**config.mk**
```make
export PLATFORM = sky130hd
export DESIGN_NAME = scj_exec
export DESIGN_NICKNAME = d
export VERILOG_FILES = /design/src/rtl/scj_pkg.sv /design/src/rtl/scj_eval.sv /design/src/rtl/scj_exec.sv
export SDC_FILE = /design/constraint.sdc
export NUM_CORES = 1
export LEC_CHECK = 0
export ABC_AREA = 1
export BUFFER_PORTS_ARGS = -buffer_cell sky130_fd_sc_hd__buf_2
export CORE_ASPECT_RATIO = 0.9
export CORE_MARGIN = 3
export CORE_UTILIZATION = 41
export CTS_CLUSTER_SIZE = 28
export DETAILED_ROUTE_END_ITERATION = 8
export GPL_TIMING_DRIVEN = 0
export HOLD_SLACK_MARGIN = 0.12
export PLACE_DENSITY = 0.66
export SYNTH_ARGS = -nofsm -noshare
export SYNTH_HDL_FRONTEND = slang
export SYNTH_SLANG_ARGS = --single-unit
```
**constraint.sdc**
```tcl
create_clock -name core_clk_in -period 4.1 [get_ports core_clk_in]
set_input_delay 0.205 -clock core_clk_in [delete_from_list [all_inputs] [get_ports core_clk_in]]
set_output_delay 0.205 -clock core_clk_in [all_outputs]
set_load 0.01 [all_outputs]
```
**src/rtl/scj_pkg.sv**
```systemverilog
package scj_pkg;

  // Data path width of one accumulator half
  localparam int unsigned WORD_W = 18;

  // Function codes (octal 02, 03, 06, 07, 50, 60..67)
  localparam logic [5:0] FN_CMP_Y = 6'h02;
  localparam logic [5:0] FN_CMP_YB = 6'h03;
  localparam logic [5:0] FN_CMP_MY = 6'h06;
  localparam logic [5:0] FN_CMP_MYB = 6'h07;
  localparam logic [5:0] FN_MISC = 6'h28;
  localparam logic [5:0] FN_JP_FIRST = 6'h30;
  localparam logic [5:0] FN_JP_LAST = 6'h37;

  // Sub codes of the miscellaneous group (octal 53..77)
  localparam logic [5:0] SC_SKIP_NO_OVF = 6'h2b;
  localparam logic [5:0] SC_SKIP_ODD = 6'h2c;
  localparam logic [5:0] SC_SKIP_EVEN = 6'h2d;
  localparam logic [5:0] SC_STOP_KEY = 6'h2e;
  localparam logic [5:0] SC_SKIP_NO_RESUME = 6'h2f;
  localparam logic [5:0] SC_ROUND = 6'h30;
  localparam logic [5:0] SC_INV_LOWER = 6'h31;
  localparam logic [5:0] SC_INV_UPPER = 6'h32;
  localparam logic [5:0] SC_INV_ACC = 6'h33;
  localparam logic [5:0] SC_LOAD_ICR = 6'h3a;
  localparam logic [5:0] SC_LOAD_SR = 6'h3b;
  localparam logic [5:0] SC_ILLEGAL = 6'h3f;

  // Field positions inside k and widths of loaded registers
  localparam int unsigned K_UNCOND_BIT = 5;
  localparam int unsigned ICR_W = 3;
  localparam int unsigned SR_W = 5;
  localparam int unsigned SR_ACTIVE_BIT = 3;
  localparam int unsigned STOP_KEYS = 5;
  localparam int unsigned CHANNELS = 16;

  // Instruction time and its clock count
  localparam int unsigned INSTR_TIME_NS = 2000;
  localparam int unsigned CLK_PERIOD_NS = 10;
  localparam int unsigned INSTR_CYC = INSTR_TIME_NS / CLK_PERIOD_NS;
  localparam int unsigned CNT_W = 8;

  // Register map (byte addresses) and field positions
  localparam logic [3:0] REG_STATUS = 4'h0;
  localparam logic [3:0] REG_CTRL = 4'h4;
  localparam logic [3:0] REG_KEYS = 4'h8;
  localparam int unsigned ST_DESIG_LSB = 0;
  localparam int unsigned ST_OVF_BIT = 3;
  localparam int unsigned ST_HALT_BIT = 4;
  localparam int unsigned ST_BUSY_BIT = 5;
  localparam int unsigned ST_ICR_LSB = 8;
  localparam int unsigned ST_SR_LSB = 12;
  localparam int unsigned CTRL_RELEASE_BIT = 0;
  localparam int unsigned CTRL_CLR_OVF_BIT = 1;
  localparam logic [4:0] KEYS_RESET = 5'h00;

  typedef struct packed {
    logic [5:0] func;
    logic [5:0] sub;
    logic [5:0] k;
    logic [17:0] operand;
  } scj_instr_t;

  typedef struct packed {
    logic [17:0] au;
    logic [17:0] al;
    logic au_wr;
    logic al_wr;
    logic skip;
    logic jump;
    logic halt;
    logic illegal;
  } scj_result_t;

  // Comparison designator: compare, less than, equals
  typedef struct packed {
    logic cmp;
    logic lt;
    logic eq;
  } scj_desig_t;

  typedef enum logic [1:0] {
    ST_IDLE = 2'b00,
    ST_EXEC = 2'b01,
    ST_HALT = 2'b10
  } scj_state_t;

endpackage

```
**src/rtl/scj_eval.sv**
```systemverilog
`timescale 1ns/100ps
`default_nettype none
// Operand evaluation: optionally masked compare in ones' complement order and masked parity
module scj_eval
  import scj_pkg::*;
(
  // Operands
  input wire logic [17:0] au_in,
  input wire logic [17:0] al_in,
  input wire logic [17:0] mem_in,
  input wire logic mask_in,
  // Results
  output logic lt_out,
  output logic eq_out,
  output logic odd_out
);

  // Ones' complement order: a negative value is below any positive one,
  // within one sign the raw bit order holds
  function automatic logic oc_less(input logic [17:0] a, input logic [17:0] b);
    if (a[17] != b[17])
      oc_less = a[17];
    else
      oc_less = a < b;
  endfunction

  logic [17:0] lhs;
  logic [17:0] rhs;

  // Mask both sides with the upper half for the masked compares
  always_comb
  begin
    lhs = mask_in ? (al_in & au_in) : al_in;
    rhs = mask_in ? (mem_in & au_in) : mem_in;
    lt_out = oc_less(lhs, rhs);
    eq_out = lhs == rhs;
    odd_out = ^(al_in & au_in);
  end

endmodule // scj_eval
`default_nettype wire

```
**src/rtl/scj_exec.sv**
```systemverilog
// Operation
// - No-overflow skip: skip if flag clear, always clear flag, ignore k; a new overflow in the final cycle keeps the flag set.
// - Odd parity skip: AND halves, skip when ones count is odd.
// - Even parity skip: skip when ones count of AND is even.
// - Stop when a k bit 0-4 matches a set stop key, or k bit 5.
// - Skip when resume flag of output channel k is clear.
// - Round: upper plus/minus lower bit 17 into lower half.
// - Invert lower half, but all zeros stays all zeros.
// - Invert upper half or whole accumulator, same zero exception, ignore k.
// - Codes 64-71 and 74-76 unused; 77 is illegal, one instruction time.
// - Load index control register with k bits 2..0 after clearing.
// - Load special register with k bits 4..0; bit 3 activates it.
// - Every skip takes the same instruction time, taken or not.
// - Any compare sets the compare stage of the designator.
// - Compare sets less-than when (masked) lower half is below operand.
// - Compare sets equals when (masked) lower half equals operand.
// - Any instruction except compares and jumps 60-67 clears the designator.
// - Codes 06/07 mask lower half and memory word with upper half.
// - Jumps 60/61 on zero half, or on equals when designator set.
// - Jumps 62/63 on nonzero half, or on not-equals when set.
// - Jumps 64/65 on positive half, or on not-less when set.
// - Jumps 66/67 on negative half, or on less-than when set.
// - Jump not taken or not applicable: go to next address.
//
// Implementation choices: the register offsets and the address-and-strobe port.
`timescale 1ns/100ps
`default_nettype none
module scj_exec
(
  // Clock and reset
  input wire logic core_clk_in,
  input wire logic rst_in,
  // Register port
  input wire logic [3:0] reg_addr_in,
  input wire logic [31:0] reg_wdata_in,
  input wire logic reg_wr_in,
  input wire logic reg_rd_in,
  output logic [31:0] reg_rdata_out,
  // Instruction issue with accumulator contents
  input wire logic instr_valid_in,
  input wire scj_pkg::scj_instr_t instr_in,
  input wire logic [17:0] au_in,
  input wire logic [17:0] al_in,
  output logic instr_ready_out,
  // Machine state inputs
  input wire logic overflow_set_in,
  input wire logic [15:0] resume_in,
  // Completion
  output logic done_out,
  output scj_pkg::scj_result_t result_out,
  output logic [1:0] pc_step_out,
  // Loaded registers and status
  output logic [2:0] index_control_out,
  output logic [4:0] special_reg_out,
  output logic sr_active_out,
  output logic halted_out
);
  import scj_pkg::*;

  scj_state_t state_q, state_d;
  logic [CNT_W-1:0] cnt_q;
  scj_instr_t instr_q;
  logic [17:0] au_q, al_q;
  scj_desig_t desig_q;
  logic ovf_q;
  logic [STOP_KEYS-1:0] keys_q;
  logic [ICR_W-1:0] icr_q;
  logic [SR_W-1:0] sr_q;
  logic ready_q, done_q;
  scj_result_t result_q;
  scj_result_t res_d;
  logic [1:0] pc_step_q;
  logic [31:0] rdata_q;
  logic finish, is_misc, is_cmp, is_jump;
  logic cmp_lt, cmp_eq, par_odd, jump_cond, ctrl_wr;

  // Whole-word invert that leaves positive zero untouched
  function automatic logic [17:0] inv_keep_zero(input logic [17:0] v);
    inv_keep_zero = (v == 18'h00000) ? v : ~v;
  endfunction

  // Decoding of the function code, used by several processes
  function automatic logic is_compare(input logic [5:0] f);
    is_compare = (f == FN_CMP_Y) || (f == FN_CMP_YB)
                 || (f == FN_CMP_MY) || (f == FN_CMP_MYB);
  endfunction

  assign finish = (state_q == ST_EXEC) && (cnt_q == '0);
  assign is_misc = instr_q.func == FN_MISC;
  assign is_cmp = is_compare(instr_q.func);
  assign is_jump = (instr_q.func >= FN_JP_FIRST)
                   && (instr_q.func <= FN_JP_LAST);
  assign ctrl_wr = reg_wr_in && (reg_addr_in == REG_CTRL);

  // Compare and parity evaluation on the latched operands
  scj_eval u_eval
  (
    .au_in(au_q),
    .al_in(al_q),
    .mem_in(instr_q.operand),
    .mask_in(instr_q.func[2]),
    .lt_out(cmp_lt),
    .eq_out(cmp_eq),
    .odd_out(par_odd)
  );

  // Jump condition: low bit picks the half, upper bits pick the test
  always_comb
  begin
    logic [17:0] half;
    half = instr_q.func[0] ? al_q : au_q;
    jump_cond = 1'b0;
    case (instr_q.func[2:1])
      2'b00:
        jump_cond = desig_q.cmp ? desig_q.eq : (half == 18'h00000);
      2'b01:
        jump_cond = desig_q.cmp ? !desig_q.eq : (half != 18'h00000);
      2'b10:
        jump_cond = desig_q.cmp ? !desig_q.lt : !half[17];
      2'b11:
        jump_cond = desig_q.cmp ? desig_q.lt : half[17];
      default:
        jump_cond = 1'b0;
    endcase
  end

  // Result of the latched instruction, valid in its final cycle
  always_comb
  begin
    res_d = '0;
    res_d.au = au_q;
    res_d.al = al_q;
    if (is_jump)
      res_d.jump = jump_cond;
    else if (is_misc)
    begin
      case (instr_q.sub)
        SC_SKIP_NO_OVF:
          res_d.skip = !ovf_q;
        SC_SKIP_ODD:
          res_d.skip = par_odd;
        SC_SKIP_EVEN:
          res_d.skip = !par_odd;
        SC_STOP_KEY:
          res_d.halt = |(instr_q.k[STOP_KEYS-1:0] & keys_q)
                       || instr_q.k[K_UNCOND_BIT];
        SC_SKIP_NO_RESUME:
          res_d.skip = !resume_in[instr_q.k[3:0]];
        SC_ROUND:
        begin
          res_d.al_wr = 1'b1;
          if (!au_q[17])
            res_d.al = au_q + {17'h00000, al_q[17]};
          else
            res_d.al = au_q - {17'h00000, !al_q[17]};
        end
        SC_INV_LOWER:
        begin
          res_d.al_wr = 1'b1;
          res_d.al = inv_keep_zero(al_q);
        end
        SC_INV_UPPER:
        begin
          res_d.au_wr = 1'b1;
          res_d.au = inv_keep_zero(au_q);
        end
        SC_INV_ACC:
        begin
          res_d.au_wr = 1'b1;
          res_d.al_wr = 1'b1;
          if ({au_q, al_q} != 36'h000000000)
          begin
            res_d.au = ~au_q;
            res_d.al = ~al_q;
          end
        end
        SC_ILLEGAL:
          res_d.illegal = 1'b1;
        default:
          // Unused codes and group members handled elsewhere do nothing
          res_d.skip = 1'b0;
      endcase
    end
  end

  // Sequencer: every instruction takes the full instruction time
  always_comb
  begin
    state_d = state_q;
    case (state_q)
      ST_IDLE:
        if (instr_valid_in)
          state_d = ST_EXEC;
      ST_EXEC:
        if (cnt_q == '0)
          state_d = res_d.halt ? ST_HALT : ST_IDLE;
      ST_HALT:
        if (ctrl_wr && reg_wdata_in[CTRL_RELEASE_BIT])
          state_d = ST_IDLE;
      default:
        state_d = ST_IDLE;
    endcase
  end

  always_ff @(posedge core_clk_in)
  begin
    if (rst_in)
      state_q <= ST_IDLE;
    else
      state_q <= state_d;
  end

  // Cycle counter; taken and untaken skips share one fixed length
  always_ff @(posedge core_clk_in)
  begin
    if (rst_in)
      cnt_q <= '0;
    else if ((state_q == ST_IDLE) && instr_valid_in)
      cnt_q <= CNT_W'(INSTR_CYC - 1);
    else if ((state_q == ST_EXEC) && (cnt_q != '0))
      cnt_q <= cnt_q - 1'b1;
  end

  // Instruction and operands are held for the whole execution
  always_ff @(posedge core_clk_in)
  begin
    if (rst_in)
    begin
      instr_q <= '0;
      au_q <= '0;
      al_q <= '0;
    end
    else if ((state_q == ST_IDLE) && instr_valid_in)
    begin
      instr_q <= instr_in;
      au_q <= au_in;
      al_q <= al_in;
    end
  end

  // Comparison designator survives only a run of conditional jumps
  always_ff @(posedge core_clk_in)
  begin
    if (rst_in)
      desig_q <= '0;
    else if (finish)
    begin
      if (is_cmp)
      begin
        desig_q.cmp <= 1'b1;
        desig_q.lt <= cmp_lt;
        desig_q.eq <= cmp_eq;
      end
      else if (!is_jump)
        desig_q <= '0;
    end
  end

  // Overflow flag; a new overflow wins over a clear in the same cycle
  always_ff @(posedge core_clk_in)
  begin
    if (rst_in)
      ovf_q <= 1'b0;
    else if (overflow_set_in)
      ovf_q <= 1'b1;
    else if (finish && is_misc && (instr_q.sub == SC_SKIP_NO_OVF))
      ovf_q <= 1'b0;
    else if (ctrl_wr && reg_wdata_in[CTRL_CLR_OVF_BIT])
      ovf_q <= 1'b0;
  end

  // Index control and special registers are replaced whole
  always_ff @(posedge core_clk_in)
  begin
    if (rst_in)
    begin
      icr_q <= '0;
      sr_q <= '0;
    end
    else if (finish && is_misc)
    begin
      if (instr_q.sub == SC_LOAD_ICR)
        icr_q <= instr_q.k[ICR_W-1:0];
      if (instr_q.sub == SC_LOAD_SR)
        sr_q <= instr_q.k[SR_W-1:0];
    end
  end

  // Console stop keys are held in a software register
  always_ff @(posedge core_clk_in)
  begin
    if (rst_in)
      keys_q <= KEYS_RESET;
    else if (reg_wr_in && (reg_addr_in == REG_KEYS))
      keys_q <= reg_wdata_in[STOP_KEYS-1:0];
  end

  // Completion outputs; a skip steps the address by two words
  always_ff @(posedge core_clk_in)
  begin
    if (rst_in)
    begin
      done_q <= 1'b0;
      result_q <= '0;
      pc_step_q <= 2'h1;
    end
    else
    begin
      done_q <= finish;
      if (finish)
      begin
        result_q <= res_d;
        pc_step_q <= res_d.skip ? 2'h2 : 2'h1;
      end
    end
  end

  // Ready follows the next state so it never offers while busy
  always_ff @(posedge core_clk_in)
  begin
    if (rst_in)
      ready_q <= 1'b0;
    else
      ready_q <= (state_d == ST_IDLE);
  end

  // Read data stand only in the cycle after the read strobe
  always_ff @(posedge core_clk_in)
  begin
    if (rst_in)
      rdata_q <= '0;
    else if (reg_rd_in)
    begin
      rdata_q <= '0;
      case (reg_addr_in)
        REG_STATUS:
        begin
          rdata_q[ST_DESIG_LSB +: 3] <= desig_q;
          rdata_q[ST_OVF_BIT] <= ovf_q;
          rdata_q[ST_HALT_BIT] <= state_q == ST_HALT;
          rdata_q[ST_BUSY_BIT] <= state_q == ST_EXEC;
          rdata_q[ST_ICR_LSB +: ICR_W] <= icr_q;
          rdata_q[ST_SR_LSB +: SR_W] <= sr_q;
        end
        REG_KEYS:
          rdata_q[STOP_KEYS-1:0] <= keys_q;
        default:
          rdata_q <= '0;
      endcase
    end
    else
      rdata_q <= '0;
  end

  assign reg_rdata_out = rdata_q;
  assign instr_ready_out = ready_q;
  assign done_out = done_q;
  assign result_out = result_q;
  assign pc_step_out = pc_step_q;
  assign index_control_out = icr_q;
  assign special_reg_out = sr_q;
  assign sr_active_out = sr_q[SR_ACTIVE_BIT];
  assign halted_out = state_q[1]; // Only the halt code has bit 1 set

endmodule // scj_exec
`default_nettype wire

```
==> results of run 1 <==
==> path summary, 6_finish.rpt <==
kind | startpoint | depth (start not counted) | slack, ns | endpoint
setup / recovery | au_q[17] | 14 | 0.94 | result_out[21]
hold reg to reg | special_reg_out[0] | 2 | 0.45 | reg_rdata_out[12]
hold / removal | al_in[11] | 3 | 0.11 | al_q[11]
setup reg to reg | au_q[17] | 14 | 0.94 | result_out[21]
==> power by group through the flow <==
stage	logic, W	clock network, W	registers, W
CTS	0.000988	0.00166	0.00172
global route	0.00112	0.00172	0.00174
detailed placement	0.000923	0	0.00176
global placement	0.000913	0	0.00176
finish	0.00100	0.00166	0.00173
floorplan	0.000638	0	0.00173
==> synth_stat cells (all sizes together) <==
library cell / count / area [um^2]
nor3b: 3 / 33.8
a21o: 2 / 15.0
a31oi: 16 / 100
o31ai: 1 / 7.51
nand3: 60 / 310
a22oi: 2 / 15.0
conb: 1 / 3.75
xnor2: 4 / 35.0
xor2: 6 / 52.6
nand4: 15 / 93.8
o32ai: 3 / 26.3
inv: 132 / 495
dfxtp: 158 / 3160
clkinv: 2 / 7.51
a21oi: 167 / 840
o211ai: 13 / 97.6
o21a: 3 / 22.5
and2: 1 / 6.26
nand2: 257 / 975
buf: 29 / 208
o21bai: 1 / 7.51
fa: 1 / 20.0
nor2: 136 / 521
o22ai: 2 / 12.5
nor4: 4 / 25.0
a21boi: 3 / 22.5
a211oi: 1 / 7.51
or2: 3 / 18.8
o21ai: 164 / 821
nor3: 14 / 108
ha: 41 / 513
nand3b: 3 / 22.5
clkbuf: 44 / 165
==> metal layers <==
layer / up-vias / GRT usage
met3: 86 / 0.0618
li1: 4845 / -
met1: 4522 / 0.366
met5: - / 0
met2: 405 / 0.431
met4: 2 / 0.108
==> final cells by class <==
type | count | share of cell area
Tap cell | 286 | 0.0313
Buffer | 73 | 0.0326
Timing Repair Buffer | 249 | 0.143
Inverter | 134 | 0.0440
Multi-Input combinational cell | 944 | 0.420
Sequential cell | 158 | 0.277
Clock buffer | 19 | 0.0388
Clock inverter | 13 | 0.0134
==> worst max-delay path: cells and delay by family (launching register included) <==
kind / cells / cell delay, ns
compound gates: 3 / 0.73
fa+ha+maj: 2 / 0.54
buf+inv: 3 / 0.70
flops: 1 / 0.41
simple gates: 6 / 0.69
==> per-stage QoR <==
step	setup slack [ns]	cells	area (um^2)
after detailed placement	1.03	1766	10000
after CTS	1.02	1876	11400
final	0.939	1876	11400
after global placement	1.08	1766	10000
after global routing	0.667	1876	11400
after floorplan	1.69	1309	8830
==> registers in the layout (all words and copies together), names as in the netlist, 2 cells and up <==
signal	count
special_reg_out	5
keys_q	5
al_q	18
state_q	2
instr_q	36
result_out	42
index_control_out	3
cnt_q	8
reg_rdata_out	14
au_q	18
desig_q	3
==> logic make-up (layout without fill, tap and decap cells) <==
logic type | after synthesis | after routing
simple gates | 496 | 496
compound gates | 378 | 378
buf+inv | 207 | 488
flops | 158 | 158
fa+ha+maj | 42 | 42
xor+xnor | 10 | 10
other cells | 1 | 18
==> layout by cell type, fill, tap and decap left out, drive strengths merged, types with 41 or more instances in the layout <==
cell type	instances
ha	41
a21oi	167
dfxtp	158
nor2	136
clkbuf	63
buf	200
inv	137
dlygate4sd3	78
o21ai	164
nand2	257
nand3	60
==> flow_summary.json, run 1 <==
{
  "status": "finished clean",
  "avgViaCountPerCell": 5.26,
  "track_usage": 0.273,
  "setup_viol": 0,
  "internal_power_w": 0.00293,
  "synth_compound_area_frac": 0.227,
  "synth_xor_area_frac": 0.00999,
  "start_util": 0.420,
  "drive_above_1_share": 0.162,
  "critPathKind": "register to register",
  "clk_latency_ns": 0.44,
  "hold_class": "input port to register",
  "slew_viol_final": 0,
  "cts.sinks": 158,
  "maxUsedRoutingLayer": "met5",
  "core_area_um2": 20900,
  "dr.first_iter.drc_count": 867,
  "final.min_clock_period_ns": 3.16,
  "grt_pass1_wl_mm": 49.3,
  "synth_top_family_by_area": "simple AND/OR/NAND/NOR gates",
  "die_w_um": 160,
  "htree_levels": 4,
  "met1_length_mm": 14.2,
  "antenna_cells": 0,
  "cpPeakStageDelay_ns": 0.51,
  "ant_nets": 0,
  "clkPwrFrac": 0.377,
  "crit_fanout": 17,
  "seqCellArea_um2": 3160,
  "grt_max_degree": 18,
  "cts-hold-fix-buffers": 78,
  "hold_viol": 0,
  "fillers": 2052,
  "post-dp-hpwl_mm": 24.5,
  "portBuffers": 171,
  "p_sw_frac": 0.333,
  "dieArea_um2": 23200,
  "syn_area_per_cell_um2": 6.79,
  "clock_path_buffers": 2,
  "wl_met2_mm": 14.2,
  "yosysSeqAreaShare": 0.361,
  "hold_ws_ns": 0.109,
  "synth-seq-cells": 158,
  "critPathSlowestCell": "inv_1",
  "p_leak_nw": 5.28,
  "dr.pass1.iters": 8,
  "synth_cells": 1292,
  "ios": 218,
  "gp_congestion": 0.975,
  "ys_types": 44,
  "finalSetupTns_ns": 0,
  "cts_buffers": 17,
  "power.switching_w": 0.00146,
  "worst_pin_slew_ns": 0.778,
  "die_h_um": 145,
  "num_rows": 50,
  "muxShareOfSynthArea": 0,
  "relSlewSlack": 0.482,
  "p_seq_frac": 0.394,
  "grt_pass1_vias": 9226,
  "drt_drc_violations_left": 0,
  "end_kind": "register",
  "synthSimpleGateAreaFrac": 0.241,
  "arrival_ns": 3.52,
  "yosys.area_share.adder": 0.0608,
  "critical_path.cell_chain": "inv_1 > ha_1 > inv_1 > ha_1 > nand3_1 > nand2_1 > inv_1 > o21ai_0 > nand3_1 > nand3_1 > nand2_1 > o21ai_0 > nand2_1 > a21oi_1",
  "root_buffer": "clkbuf_16",
  "fin_crit_sh": 0.771,
  "syn-cell-area_um2": 8770,
  "num_vias": 9860,
  "antenna_found_initial": 1,
  "p_comb_frac": 0.228,
  "wl_per_cell_um": 17.3,
  "met3_length_mm": 2.83,
  "utilization": 0.547,
  "ir_drop_mv": 0.225,
  "post_cts_resized": 0,
  "cts_setup_buffers": 0,
  "fin_skew_ns": 0.0140,
  "cp_data_required_time_ns": 4.46,
  "overflow": 0,
  "maxCapViolations": 0,
  "syn_to_final_growth_pct": 30.3,
  "power_w": 0.00439,
  "cp-start-kind": "register",
  "power_density_nw_per_um2": 384,
  "finalNetCount": 1749,
  "rsz0062_at_grt": "no",
  "yosys_warnings": 0,
  "cts_tree": "done",
  "wl_mm": 32.4,
  "multiInputGateArea_um2": 4800,
  "fmax_mhz": 316,
  "cts.clk_slew.worst_paths_ns": 0.07
}
Note: power is estimated with default switching activity, not from simulation.
==> inputs of run 2 (changes only) <==
--- a/config.mk
+++ b/config.mk
@@ -5,7 +5,7 @@
 export SDC_FILE = /design/constraint.sdc
 export NUM_CORES = 1
 export LEC_CHECK = 0
-export ABC_AREA = 1
+export ABC_AREA = 0
 export BUFFER_PORTS_ARGS = -buffer_cell sky130_fd_sc_hd__buf_2
 export CORE_ASPECT_RATIO = 0.9
 export CORE_MARGIN = 3
@@ -14,7 +14,7 @@
 export DETAILED_ROUTE_END_ITERATION = 8
 export GPL_TIMING_DRIVEN = 0
 export HOLD_SLACK_MARGIN = 0.12
-export PLACE_DENSITY = 0.66
+export PLACE_DENSITY = 0.67
 export SYNTH_ARGS = -nofsm -noshare
 export SYNTH_HDL_FRONTEND = slang
 export SYNTH_SLANG_ARGS = --single-unit
==> constraint.sdc (replaced) <==
create_clock -name core_clk_in -period 3 [get_ports core_clk_in]
set_input_delay 0.15 -clock core_clk_in [delete_from_list [all_inputs] [get_ports core_clk_in]]
set_output_delay 0.15 -clock core_clk_in [all_outputs]
set_load 0.01 [all_outputs]
==> run 2 against run 1 <==
Against the previous run: core utilization rose by 2.2 points; global-route usage fell by 2.1 points; first-iteration DRC count fell by 13%; wire length fell by 13%; cell count fell by 15%; sequential power rose by 35%; worst setup slack got worse by 0.82 ns; worst hold slack improved by 0.038 ns; critical path depth fell by 2; critical endpoint is now result_out[20].
==> flow_summary.json, run 2 <==
{
  "dieArea_um2": 22200,
  "hold_ws_ns": 0.148,
  "die_w_um": 157,
  "worst_pin_slew_ns": 0.749,
  "dr.first_iter.drc_count": 753,
  "avgViaCountPerCell": 5.33,
  "min_delay_path_depth": 5,
  "hold_path.startpoint": "reg_addr_in[1]",
  "cts_buffers": 17,
  "num_vias": 8517,
  "critPathKind": "register to register",
  "antenna_found_initial": 0,
  "end_kind": "register",
  "synth_most_common_cell": "nand2_1",
  "setup_ws_ns": 0.115,
  "fmax_mhz": 347,
  "synth-seq-cells": 158,
  "ant_nets": 0,
  "finalSetupTns_ns": 0,
  "post-dp-hpwl_mm": 20.2,
  "wl_per_cell_um": 17.6,
  "final_cell_mix": "nand2_1, buf_2, dfxtp_1",
  "rsz0062_at_grt": "yes",
  "yosys.area.top_type": "dfxtp_1",
  "start_util": 0.427,
  "largest_reg_flops": 42,
  "synth_common_cells": "nand2_1, dfxtp_1, a21oi_1",
  "utilization": 0.569,
  "gp_congestion": 0.938,
  "finalNetCount": 1506,
  "yosysSeqAreaShare": 0.378,
  "cts.sinks": 158,
  "ys_types": 60,
  "htree_levels": 4,
  "fillers": 1804,
  "clock_path_buffers": 2,
  "synth_edf_count": 0,
  "antenna_cells": 0,
  "hold_class": "input port to register",
  "num_rows": 48,
  "cp_data_required_time_ns": 3.31,
  "whs_endpoint": "ovf_q",
  "synthFlopType": "dfxtp_1",
  "fin_crit_sh": 0.962,
  "core_area_um2": 19600,
  "place_worst_setup_slack_ns": -0.665,
  "relSlewSlack": 0.501,
  "p_leak_nw": 4.60,
  "overflow": 0,
  "rrSetupSlack_ns": 0.11,
  "final_common_cell": "nand2_1",
  "maxCapViolations": 0,
  "dp_cells": 1479,
  "arrival_ns": 3.19,
  "worst-r2r-cell-count": 12,
  "r2r-start": "au_q[17]",
  "cts_tree": "done",
  "dr.pass1.iters": 5,
  "synth_top_cell_area_share": 0.378,
  "stdcell_count": 1597,
  "track_usage": 0.252,
  "syn-cell-area_um2": 8370,
  "yosys_warnings": 0,
  "synthArstFlopShare": 0,
  "cts.clk_slew.worst_paths_ns": 0.07,
  "hold_viol": 0,
  "grt_pass1_wl_mm": 43.5,
  "cp-start-kind": "register",
  "synth_cells": 1041,
  "status": "finished clean",
  "grt_pass1_vias": 8070,
  "drive_above_1_share": 0.200,
  "root_buffer": "clkbuf_16",
  "grt_max_degree": 17,
  "crit_fanout": 5,
  "die_h_um": 142,
  "ios": 218,
  "fin_skew_ns": 0.0158,
  "slew_viol_final": 0,
  "portBuffers": 171,
  "wl_mm": 28.1,
  "syn_area_per_cell_um2": 8.04,
  "power_density_nw_per_um2": 505,
  "syn_to_final_growth_pct": 33.0,
  "timing.rr.end": "result_out[20]",
  "setup_viol": 0,
  "drt_drc_violations_left": 0,
  "clk_latency_ns": 0.45,
  "final.min_clock_period_ns": 2.89,
  "ir_drop_mv": 0.334,
  "synth_area_leaders": "dfxtp_1, nand2_1, a21oi_1, ha_1, nor2_1"
}
## run 2: area by class of cell
class                           count  area, um^2  share of cell area
Timing Repair Buffer              257        1710               0.153
Inverter                           15        60.1             0.00540
Clock inverter                     14         123              0.0110
Sequential cell                   158        3170               0.285
Tap cell                          250         313              0.0281
Buffer                             76         373              0.0335
Multi-Input combinational cell    809        4960               0.445
Clock buffer                       18         429              0.0386
## run 2: cell families after synthesis
family	Yosys count	share of synthesized area
AOI/OAI and AO/OA	222	0.165
xor gates and xnor gates	50	0.0540
adders and majority gates	42	0.0637
buffers and inverters	91	0.0513
DFF	158	0.378
muxes	30	0.0435
other	1	0.000448
and+or+nand+nor	447	0.244
## run 2: report_power, final
part	switching, W	internal, W	total, W
logic	0.000641	0.000554	0.00120
clock network	0.000995	0.00109	0.00209
registers	0.000145	0.00220	0.00234
## run 2: critical path, stage by stage, from the launching register on
cell and delay [ns]:
dfxtp_2 0.39, inv_2 0.08, ha_1 0.30, ha_1 0.22
fa_1 0.42, nor2b_2 0.17, nor2_1 0.07, o221ai_2 0.26
a211oi_2 0.14, o31ai_1 0.31, xnor2_1 0.16, o22ai_1 0.08
o2bb2ai_1 0.15
## run 2: routing by layer
metal	track usage	vias to the layer above	wire length (um)
met4	0.0723	0	514
met2	0.403	350	12800
met1	0.348	3966	12500
li1	-	4157	-
met3	0.0467	44	2300
met5	0	-	0
## run 2: metrics by stage
step	cell area (um^2)	power, W
global placement	9600	0.00340
detailed placement	9600	0.00341
global route	11100	0.00586
CTS	11000	0.00557
floorplan	8430	0.00307
finish	11100	0.00562
## run 2: repair_timing
item / CTS / global route
pin swaps: 1 / 10
endpoints found under the hold margin: 80 / 0
setup endpoints to repair: 12 / 11
resized for setup: 10 / 17
setup buffers: 4 / 3
hold buffers: 79 / 0
## run 2: worst max path at each step
stage / start / endpoint / slack (ns) / cells after the start
global placement: au_q[17] / result_out[22] / -0.66 / 12
global route: au_q[17] / result_out[20] / -0.006 / 12
finish: au_q[17] / result_out[20] / 0.11 / 12
detailed placement: au_q[17] / result_out[22] / -0.66 / 12
CTS: au_q[17] / result_out[22] / 0.04 / 12
floorplan: au_q[17] / result_out[22] / 0.02 / 12
==> inputs of run 3 (changes only) <==
--- a/config.mk
+++ b/config.mk
@@ -14,6 +14,7 @@
 export DETAILED_ROUTE_END_ITERATION = 8
 export GPL_TIMING_DRIVEN = 0
 export HOLD_SLACK_MARGIN = 0.12
+export MAX_ROUTING_LAYER = met4
 export PLACE_DENSITY = 0.67
 export SYNTH_ARGS = -nofsm -noshare
 export SYNTH_HDL_FRONTEND = slang
==> run 3 against run 2 <==
Against the previous run: clock skew fell by 0.0094 ns; fmax increased by 0.67%; via count shrank 0.31%; worst setup slack gained 0.019 ns; total power rose by 4.4%; wire length increased by 0.75%; die area is the same; final area grew 0.69%; critical endpoint is now result_out[22].
==> flow_summary.json, run 3 (synthesized netlist as in run 2, its figures left out) <==
{
  "drt_drc_violations_left": 0,
  "placed_cell_area_um2": 9600,
  "num_rows": 48,
  "crit_fanout": 10,
  "dieArea_um2": 22200,
  "start_util": 0.427,
  "core_area_um2": 19600,
  "status": "finished clean",
  "finalInstanceArea_um2": 11200,
  "overflow": 0,
  "arrival_ns": 3.25,
  "cts_tree": "done",
  "critPathKind": "register to register",
  "worst-r2r-cell-count": 12,
  "ant_nets": 0,
  "cp_data_required_time_ns": 3.38,
  "root_buffer": "clkbuf_16",
  "worst_pin_slew_ns": 0.702,
  "cp-start-kind": "register",
  "track_usage": 0.259,
  "end_kind": "register",
  "dr.pass1.iters": 5,
  "setup_ws_ns": 0.134,
  "setup_viol": 0,
  "clk_latency_ns": 0.43,
  "dr.first_iter.drc_count": 742,
  "die_h_um": 142,
  "grt_pass1_wl_mm": 43.3,
  "avgViaCountPerCell": 5.32,
  "grt_pass1_vias": 8007,
  "place_worst_setup_slack_ns": -0.667,
  "post-dp-hpwl_mm": 20.4,
  "wl_mm": 28.3,
  "cts.sinks": 158,
  "ios": 218,
  "power_w": 0.00587,
  "finalNetCount": 1503,
  "p_leak_nw": 4.65,
  "grt_max_degree": 17,
  "antenna_found_initial": 1,
  "largest_reg_flops": 42,
  "slew_viol_final": 0,
  "relSlewSlack": 0.532,
  "min_delay_path_depth": 5,
  "power_density_nw_per_um2": 524,
  "syn_to_final_growth_pct": 33.9,
  "maxCapViolations": 0,
  "cts.clk_slew.worst_paths_ns": 0.07,
  "clock_path_buffers": 2,
  "hold_viol": 0,
  "fin_skew_ns": 0.00632,
  "fmax_mhz": 349,
  "htree_levels": 4,
  "num_vias": 8491,
  "cts_buffers": 17,
  "drive_above_1_share": 0.201,
  "portBuffers": 171,
  "fin_crit_sh": 0.955,
  "gp_congestion": 0.956,
  "final_common_cell": "nand2_1",
  "wl_per_cell_um": 17.7,
  "final.min_clock_period_ns": 2.87,
  "hold_class": "input port to register",
  "die_w_um": 157,
  "final_cell_mix": "nand2_1, buf_2, dfxtp_1",
  "ir_drop_mv": 0.396,
  "hold_ws_ns": 0.157
}
## run 3: changes by cell type in the layout (fill, tap and decap cells not counted), sizes merged
cell	delta
inv	-3
clkinv	+1
bufinv	+3
buf	-1
clkinvlp	-2
diode	+1
clkbuf	-1
## run 3: repair_timing
item | 4_1_cts | 5_1_grt
hold buffers | 79 | 0
endpoints found under the hold margin | 80 | 0
pin swaps | 1 | 7
gates resized for setup | 13 | 18
endpoints found under the setup margin | 12 | 11
buffers inserted | 3 | 3
## run 3: per-stage QoR
stage,utilization,std cells,setup TNS [ns]
after floorplan,-,1058,0
after global placement,0.490,1479,-4.74
after detailed placement,0.490,1479,-4.62
after CTS,0.566,1593,0
after global routing,0.572,1595,-0.0106
final,0.572,1595,0
## run 3: layout make-up
cell class / count / area (um^2)
Multi-Input combinational cell: 809 / 4960
Buffer: 74 / 365
Tap cell: 250 / 313
Inverter: 15 / 62.6
Timing Repair Buffer: 256 / 1700
Fill cell: 1818 / 8370
Clock buffer: 19 / 453
Sequential cell: 158 / 3170
Clock inverter: 13 / 176
Antenna cell: 1 / 2.50
## run 3: final timing paths
| kind | start | to | slack [ns] |
|---|---|---|---|
| min reg2reg | result_out[2] | result_out[2] | 0.45 |
| min | reg_addr_in[0] | ovf_q | 0.16 |
| max reg2reg | au_q[17] | result_out[22] | 0.13 |
| max | au_q[17] | result_out[22] | 0.13 |
## run 3: report_power, final
group / internal (W) / switching [W]
clock: 0.00138 / 0.000954
combinational: 0.000550 / 0.000642
sequential: 0.00220 / 0.000149
total: 0.00413 / 0.00175
## run 3: per-layer routing
| layer | part of all wire | track usage | vias to the layer above |
|---|---|---|---|
| li1 | - | - | 4146 |
| met1 | 0.44 | 0.350 | 3945 |
| met2 | 0.45 | 0.403 | 352 |
| met3 | 0.086 | 0.0427 | 48 |
| met4 | 0.019 | 0.0696 | 0 |
| met5 | 0 | - | - |
## run 3: worst max-delay path, cell delays in order, from the launching register on
cell and delay (ns):
dfxtp_2 0.36, inv_4 0.09, ha_4 0.16, clkinvlp_4 0.20
buf_8 0.19, buf_4 0.18, ha_1 0.25, or3_1 0.41
a211oi_2 0.27, nor2_2 0.09, a31oi_1 0.20, mux2_2 0.36
nand2_1 0.05
